File: src/rtl/atcr_regs.svh
/*
 * Constants of the acquisition trigger and scan clock routing block:
 * signal codes of the routing switch, bus width and field widths.
 * Assumes it is included by the package and by the design modules.
 */
`ifndef ATCR_REGS_SVH
`define ATCR_REGS_SVH

// ***********************************
// routing switch geometry
// ***********************************
`define ATCR_NUM_SIG 7
`define ATCR_BUS_W 8
`define ATCR_LINE_W 3

// ***********************************
// signal codes of the switch
// ***********************************
`define ATCR_SIG_START 0
`define ATCR_SIG_TRIG 1
`define ATCR_SIG_CLKO 2
`define ATCR_SIG_CLKI 3
`define ATCR_SIG_COUNTER_TWO_GATE 4
`define ATCR_SIG_SRC2 5
`define ATCR_SIG_COUNTER_TWO_Q 6

// ***********************************
// reset values
// ***********************************
`define ATCR_RST_BUS_OE_N 8'hFF
`define ATCR_RST_ACTIVE_N 1'h1

`endif

File: src/rtl/atcr_pkg.sv
/*
 * Types of the acquisition trigger and scan clock routing block.
 * Assumes atcr_regs.svh is on the include path.
 */
`include "atcr_regs.svh"

package atcr_pkg;

    // one switch entry: connected, drives the line (else receives), line
    typedef struct packed {
        logic en;
        logic drive;
        logic [`ATCR_LINE_W-1:0] line;
    } atcr_route_t;

    typedef atcr_route_t [`ATCR_NUM_SIG-1:0] atcr_route_tab_t;

    // one-cycle local trigger requests
    typedef struct packed {
        logic sw;
        logic analog;
        logic digital;
    } atcr_loc_trig_t;

    // acquisition sequence
    typedef enum logic [1:0] {
        ATCR_IDLE = 2'b00,
        ATCR_PRE = 2'b01,
        ATCR_POST = 2'b10
    } atcr_state_t;

endpackage

File: src/rtl/atcr_core.sv
/*
 * Acquisition start, sample counter trigger and scan clock sequencing,
 * with a software-set switch onto the shared eight-line trigger bus.
 * Assumes all local inputs are synchronous to clock; bus lines are not.
 */
`timescale 1ns/1ps
`include "atcr_regs.svh"

module atcr_core
    import atcr_pkg::*;
(
    // clock and reset
    input wire logic clock,
    input wire logic reset,
    // configuration
    input wire atcr_route_tab_t route,
    input wire logic pretrig_mode,
    input wire logic ext_clock_mode,
    // local triggers and clocks
    input wire atcr_loc_trig_t loc_trig,
    input wire logic int_scan_clock,
    input wire logic connector_scan_clock_n,
    input wire logic acq_done,
    // counter two
    input wire logic counter_two_q,
    output logic counter_two_gate,
    output logic counter_two_src,
    // acquisition outputs
    output logic acq_start,
    output logic counter_enable,
    output logic scan_start,
    output logic scan_clock_out,
    output logic acq_busy,
    // trigger bus, open drain style
    input wire logic [`ATCR_BUS_W-1:0] bus_in,
    output logic [`ATCR_BUS_W-1:0] bus_out,
    output logic [`ATCR_BUS_W-1:0] bus_oe_n
);

    // ***********************************
    // decode helpers
    // ***********************************

    // a signal listens on its line when connected and not driving
    function automatic logic rx(input atcr_route_t r);
        rx = r.en & ~r.drive;
    endfunction

    function automatic logic pick(input logic [`ATCR_BUS_W-1:0] v, input atcr_route_t r);
        pick = v[r.line];
    endfunction

    // ***********************************
    // bus input synchronisers
    // ***********************************
    logic [`ATCR_BUS_W-1:0] lvl, rise, fall;

    genvar g;
    generate
        for (g = 0; g < `ATCR_BUS_W; g++) begin : g_sync
            atcr_edge_sync u_sync (
                .clock(clock),
                .reset(reset),
                .din(bus_in[g]),
                .level(lvl[g]),
                .rise(rise[g]),
                .fall(fall[g])
            );
        end
    endgenerate

    // ***********************************
    // trigger sequencing
    // ***********************************
    atcr_state_t state_q, state_d;
    logic pend_q, pend_d;
    logic start_n_q, start_n_d;
    logic trig_n_q, trig_n_d;
    logic acq_start_q, acq_start_d;
    logic cnt_en_q, cnt_en_d, busy_q, busy_d;
    logic start_bus, trig_bus, loc_start, loc_hw, start_ev, trig_ev, idle, pre_st;
    // selection of start and trigger sources
    always_comb begin
        idle = (state_q == ATCR_IDLE);
        pre_st = (state_q == ATCR_PRE);
        loc_hw = loc_trig.analog | loc_trig.digital;
        start_bus = rx(route[`ATCR_SIG_START]);
        trig_bus = rx(route[`ATCR_SIG_TRIG]) & pretrig_mode;
        loc_start = loc_hw | (loc_trig.sw & pretrig_mode);
        start_ev = start_bus ? pick(fall, route[`ATCR_SIG_START]) : loc_start;
        if (!pretrig_mode) begin
            trig_ev = start_ev | (loc_trig.sw & ~start_bus);
        end else if (trig_bus) begin
            trig_ev = pre_st & pick(fall, route[`ATCR_SIG_TRIG]);
        end else begin
            trig_ev = pre_st & pend_q;
        end
    end

    // pending local hardware trigger waits until pretrigger phase is running
    always_comb begin
        pend_d = pend_q;
        if (pretrig_mode && !trig_bus && loc_hw) begin
            pend_d = 1'h1;
        end else if (trig_ev || !pretrig_mode || trig_bus) begin
            pend_d = 1'h0;
        end
        state_d = state_q;
        acq_start_d = 1'h0;
        cnt_en_d = 1'h0;
        case (state_q)
            ATCR_IDLE: begin
                if (pretrig_mode && start_ev) begin
                    state_d = ATCR_PRE;
                    acq_start_d = 1'h1;
                end else if (!pretrig_mode && trig_ev) begin
                    state_d = ATCR_POST;
                    acq_start_d = 1'h1;
                    cnt_en_d = 1'h1;
                end
            end
            ATCR_PRE: begin
                if (trig_ev) begin
                    state_d = ATCR_POST;
                    cnt_en_d = 1'h1;
                end
            end
            ATCR_POST: begin
                if (acq_done) begin
                    state_d = ATCR_IDLE;
                end
            end
            default: begin
                state_d = ATCR_IDLE;
            end
        endcase
        // local active-low pulses presented to the bus
        start_n_d = ~(loc_start & ~start_bus);
        trig_n_d = ~(pretrig_mode ? (pre_st & pend_q & ~trig_bus) : trig_ev);
        busy_d = (state_d != ATCR_IDLE);  // busy pin comes straight from a flop
    end

    always_ff @(posedge clock) begin
        if (reset) begin
            state_q <= ATCR_IDLE;
            pend_q <= 1'h0;
            start_n_q <= `ATCR_RST_ACTIVE_N;
            trig_n_q <= `ATCR_RST_ACTIVE_N;
            acq_start_q <= 1'h0;
            cnt_en_q <= 1'h0;
            busy_q <= 1'h0;
        end else begin
            state_q <= state_d;
            pend_q <= pend_d;
            start_n_q <= start_n_d;
            trig_n_q <= trig_n_d;
            acq_start_q <= acq_start_d;
            cnt_en_q <= cnt_en_d;
            busy_q <= busy_d;
        end
    end

    // ***********************************
    // scan clock selection
    // ***********************************
    logic clko_q, clko_d;
    logic eff_prev_q, eff_prev_d;
    logic scan_q, scan_d;
    logic clki_bus, eff;

    // bus clock in, when routed, drives scan start whichever local clock software picked
    always_comb begin
        clko_d = ext_clock_mode ? ~connector_scan_clock_n : int_scan_clock;
        clki_bus = rx(route[`ATCR_SIG_CLKI]);
        eff = clki_bus ? pick(lvl, route[`ATCR_SIG_CLKI]) : clko_q;
        eff_prev_d = eff;
        scan_d = eff & ~eff_prev_q;
    end

    always_ff @(posedge clock) begin
        if (reset) begin
            clko_q <= 1'h0;
            eff_prev_q <= 1'h1;
            scan_q <= 1'h0;
        end else begin
            clko_q <= clko_d;
            eff_prev_q <= eff_prev_d;
            scan_q <= scan_d;
        end
    end

    // ***********************************
    // switch: bus drivers and receivers
    // ***********************************
    logic [`ATCR_BUS_W-1:0] bout_q, bout_d, boe_n_q, boe_n_d;
    logic gate_q, gate_d, src_q, src_d, counter_two_q_q, counter_two_q_d;
    logic [`ATCR_NUM_SIG-1:0] drv_sig, val_sig;

    // only codes 0, 1 (when set to drive), 2 and 6 may drive a line
    always_comb begin
        counter_two_q_d = counter_two_q;
        drv_sig = '0;
        drv_sig[`ATCR_SIG_START] = route[`ATCR_SIG_START].en & route[`ATCR_SIG_START].drive;
        drv_sig[`ATCR_SIG_TRIG] = route[`ATCR_SIG_TRIG].en & route[`ATCR_SIG_TRIG].drive;
        drv_sig[`ATCR_SIG_CLKO] = route[`ATCR_SIG_CLKO].en;
        drv_sig[`ATCR_SIG_COUNTER_TWO_Q] = route[`ATCR_SIG_COUNTER_TWO_Q].en;
        val_sig = '0;
        val_sig[`ATCR_SIG_START] = start_n_q;
        val_sig[`ATCR_SIG_TRIG] = trig_n_q;
        val_sig[`ATCR_SIG_CLKO] = clko_q;
        val_sig[`ATCR_SIG_COUNTER_TWO_Q] = counter_two_q_q;
        bout_d = {`ATCR_BUS_W{1'h1}};
        boe_n_d = `ATCR_RST_BUS_OE_N;
        // lower code wins when software wires two sources to one line
        for (int s = `ATCR_NUM_SIG - 1; s >= 0; s--) begin
            if (drv_sig[s]) begin
                bout_d[route[s].line] = val_sig[s];
                boe_n_d[route[s].line] = 1'h0;
            end
        end
        gate_d = rx(route[`ATCR_SIG_COUNTER_TWO_GATE]) & pick(lvl, route[`ATCR_SIG_COUNTER_TWO_GATE]);
        src_d = rx(route[`ATCR_SIG_SRC2]) & pick(lvl, route[`ATCR_SIG_SRC2]);
    end

    always_ff @(posedge clock) begin
        if (reset) begin
            bout_q <= {`ATCR_BUS_W{1'h1}};
            boe_n_q <= `ATCR_RST_BUS_OE_N;
            gate_q <= 1'h0;
            src_q <= 1'h0;
            counter_two_q_q <= 1'h0;
        end else begin
            bout_q <= bout_d;
            boe_n_q <= boe_n_d;
            gate_q <= gate_d;
            src_q <= src_d;
            counter_two_q_q <= counter_two_q_d;
        end
    end

    // ***********************************
    // outputs
    // ***********************************
    assign acq_start = acq_start_q;
    assign counter_enable = cnt_en_q;
    assign scan_start = scan_q;
    assign scan_clock_out = clko_q;
    assign acq_busy = busy_q;
    assign counter_two_gate = gate_q;
    assign counter_two_src = src_q;
    assign bus_out = bout_q;
    assign bus_oe_n = boe_n_q;
endmodule

File: src/rtl/atcr_edge_sync.sv
/*
 * Two-stage synchroniser with rise and fall detection for one bus line.
 * Assumes din is asynchronous to clock; outputs are in the clock domain.
 */
`timescale 1ns/1ps
`include "atcr_regs.svh"

module atcr_edge_sync
    import atcr_pkg::*;
(
    // clock and reset
    input wire logic clock,
    input wire logic reset,
    // line in
    input wire logic din,
    // synced level and edges
    output logic level,
    output logic rise,
    output logic fall
);

    logic meta_q, meta_d;
    logic sync_q, sync_d;
    logic prev_q, prev_d;

    // ***********************************
    // synchroniser
    // ***********************************

    // idle level of the bus is high, so reset to high avoids a false rise
    always_comb begin
        meta_d = din;
        sync_d = meta_q;
        prev_d = sync_q;
    end

    always_ff @(posedge clock) begin
        if (reset) begin
            meta_q <= 1'h1;
            sync_q <= 1'h1;
            prev_q <= 1'h1;
        end else begin
            meta_q <= meta_d;
            sync_q <= sync_d;
            prev_q <= prev_d;
        end
    end

    // edges only look at the second stage and later
    assign level = sync_q;
    assign rise = sync_q & ~prev_q;
    assign fall = ~sync_q & prev_q;

endmodule

File: config.mk
export PLATFORM = sky130hd
export DESIGN_NAME = atcr_core
export DESIGN_NICKNAME = d
export VERILOG_FILES = /design/src/rtl/atcr_pkg.sv /design/src/rtl/atcr_core.sv /design/src/rtl/atcr_edge_sync.sv
export VERILOG_INCLUDE_DIRS = /design/src /design/src/rtl
export SDC_FILE = /design/constraint.sdc
export NUM_CORES = 1
export LEC_CHECK = 0
export BUFFER_PORTS_ARGS = -buffer_cell sky130_fd_sc_hd__buf_4
export CAP_MARGIN = 20
export CORE_MARGIN = 10
export CORE_UTILIZATION = 36
export CTS_CLUSTER_SIZE = 28
export DETAILED_ROUTE_END_ITERATION = 16
export GPL_TIMING_DRIVEN = 0
export PLACE_DENSITY_LB_ADDON = 0.12
export SETUP_SLACK_MARGIN = 0.02
export SLEW_MARGIN = 20
export SYNTH_ARGS = -nofsm -noshare
export SYNTH_HDL_FRONTEND = slang
export SYNTH_HIERARCHICAL = 1
export SYNTH_SLANG_ARGS = --single-unit
File: constraint.sdc
create_clock -name clock -period 2.7 [get_ports clock]
set_input_delay 0.27 -clock clock [delete_from_list [all_inputs] [get_ports clock]]
set_output_delay 0.27 -clock clock [all_outputs]
set_load 0.005 [all_outputs]
==> run metrics <==
critical path launch point type=flip-flop; non-filler cells, final=447; commonest non-fill, non-tap cells in the layout=buf_4 (71), dfxtp_1 (54), nand2_1 (31); vias per inst=5.07; Fin. Hold Viols=0; share of layout cells above drive strength 1=0.285; Top delay family on crit path=compound AO/OA/AOI/OAI gates; Slew headroom=0.569; number of remaining DRC errors=0; Cells after Synth=273; worst-margin pin slew=0.646 ns; Post-Syn Area per Cell=9.50 µm²; number of max-cap violations=0; DR iter-0 viols=96; gr usage total=0.125; outcome=complete, no violations; length in cells of the worst reg-to-reg path=6; RR Startpoint=g_sync[7].u_sync/level; cts bufs inserted=5; postcts setup bufs=0; largest net degree at the start of global routing=29; WP data required=2.93 ns; clock transition at the registers of the reported paths=0.10 ns; Root Buffer=clkbuf_8; number of I/O port buffers=70; Avg WL per Cell=15.9 µm; final-stage net count=404; Area Overhead vs Synth=28.8%; Rows=30; Pins Over Slew Limit=0; Vias=2267; final setup violation count=0; drt pass-1 iters=4; TritonCTS Sinks=54; hold_sp=route[28]; core box area=6910 µm²; min Tclk post-route=1.72 ns; gr ovfl total=0; WHS Endpoint=counter_two_src; CP Class=reg2reg; Crit path buffers/inverters=0; DP HPWL=5720 µm; CTS Hold Buffers Added=0; crit path DAT=1.94 ns; pwr/cell area=484 nW/µm²; peak supply drop=0.000224 V; synthesized cell area=2590 µm²; Synth Warn #=6; Setup TNS Final=0 ns; R2R Path End=state_q[0]; Die Wd=105 µm; vias in the first global route=2248; ANT nets after route=0; cts repair resizes=0; clock latency on the worst-skew pair=0.31 ns; syn_nets=327; Leak=0.00135 µW; Placed Cells incl. Taps=439; diode count=0; CTS tree=yes; FF-to-FF setup slack=0.98 ns; highest-delay cell along the critical path=dfxtp_1; initial antenna violation count=0; Final Wtd Congestion=0.898; slowest stage delay, CP=0.43 ns; Ports=77; Max Clk Rate=0.583 GHz; global-route wire length before repair=11400 µm; CTS H-tree lvls=2; commonest non-fill, non-tap cell in the layout=buf_4; Die Ht=105 µm; Hold Path Stages=2; Power, Total=1620 µW; crit path max fanout=5; Hold Crit Class=in2reg; clk_skew=0.00828 ns; Total Wirelength=7100 µm; Period Utilization, post-route=0.635; Die Area=11000 µm²; Initial Utilization=0.376; Clock Path Buffers=2; CP Capture Type=flip-flop; crit-path cells=and2b_1 > mux2_4 > o2bb2ai_2 > o311a_4 > a22oi_2 > a211oi_1; RSZ-0062 raised after global routing=false
==> metrics by stage <==
stage	utilization	hold slack [ns]	setup WS, ns	cell area [µm²]
finish	0.484	0.107	0.984	3340
global route	0.484	0.104	0.852	3340
CTS	0.484	0.101	0.984	3340
detailed placement	0.469	0.387	1.02	3240
global placement	0.469	0.384	1.02	3240
floorplan	-	0.347	1.18	2590
==> where the power goes <==
part,internal (µW),switching (µW),total (µW)
Combinational,143,122,265
Sequential,835,22.0,857
Clock,218,276,494
Total,1200,420,1620
==> layout make-up <==
type	count	area (µm²)
inverter	6	22.5
timing repair buffer	70	526
buffer	8	42.5
fill	737	3560
multi-input combinational	205	1450
sequential	54	1080
clock inverter	2	20.0
clock buffer	6	82.6
tap	96	120
==> per-layer routing <==
layer,global-route usage,part of all wire
met3,0.0375,0.065
met1,0.159,0.47
met4,0.0294,0.0096
met2,0.202,0.45
met5,0,0
==> registers in the layout, summed over array words and instances (netlist names), 2 cells and up <==
register / count
g_sync.u_sync/meta_q: 8
g_sync.u_sync/prev_q: 8
state_q: 2
g_sync.u_sync/level: 8
bus_out: 8
bus_oe_n: 8
==> worst max-delay path by stage <==
stage	end	cells past startpoint	startpoint	slack, ns
2_1_floorplan	state_q[0]	6	g_sync[6].u_sync/level	1.18
3_3_place_gp	state_q[0]	6	g_sync[7].u_sync/level	1.02
3_5_place_dp	state_q[0]	6	g_sync[7].u_sync/level	1.02
4_1_cts	state_q[0]	6	g_sync[6].u_sync/level	0.98
5_1_grt	state_q[0]	6	g_sync[6].u_sync/level	0.85
6_report	state_q[0]	6	g_sync[7].u_sync/level	0.98
(Power assumes the default switching activity.)
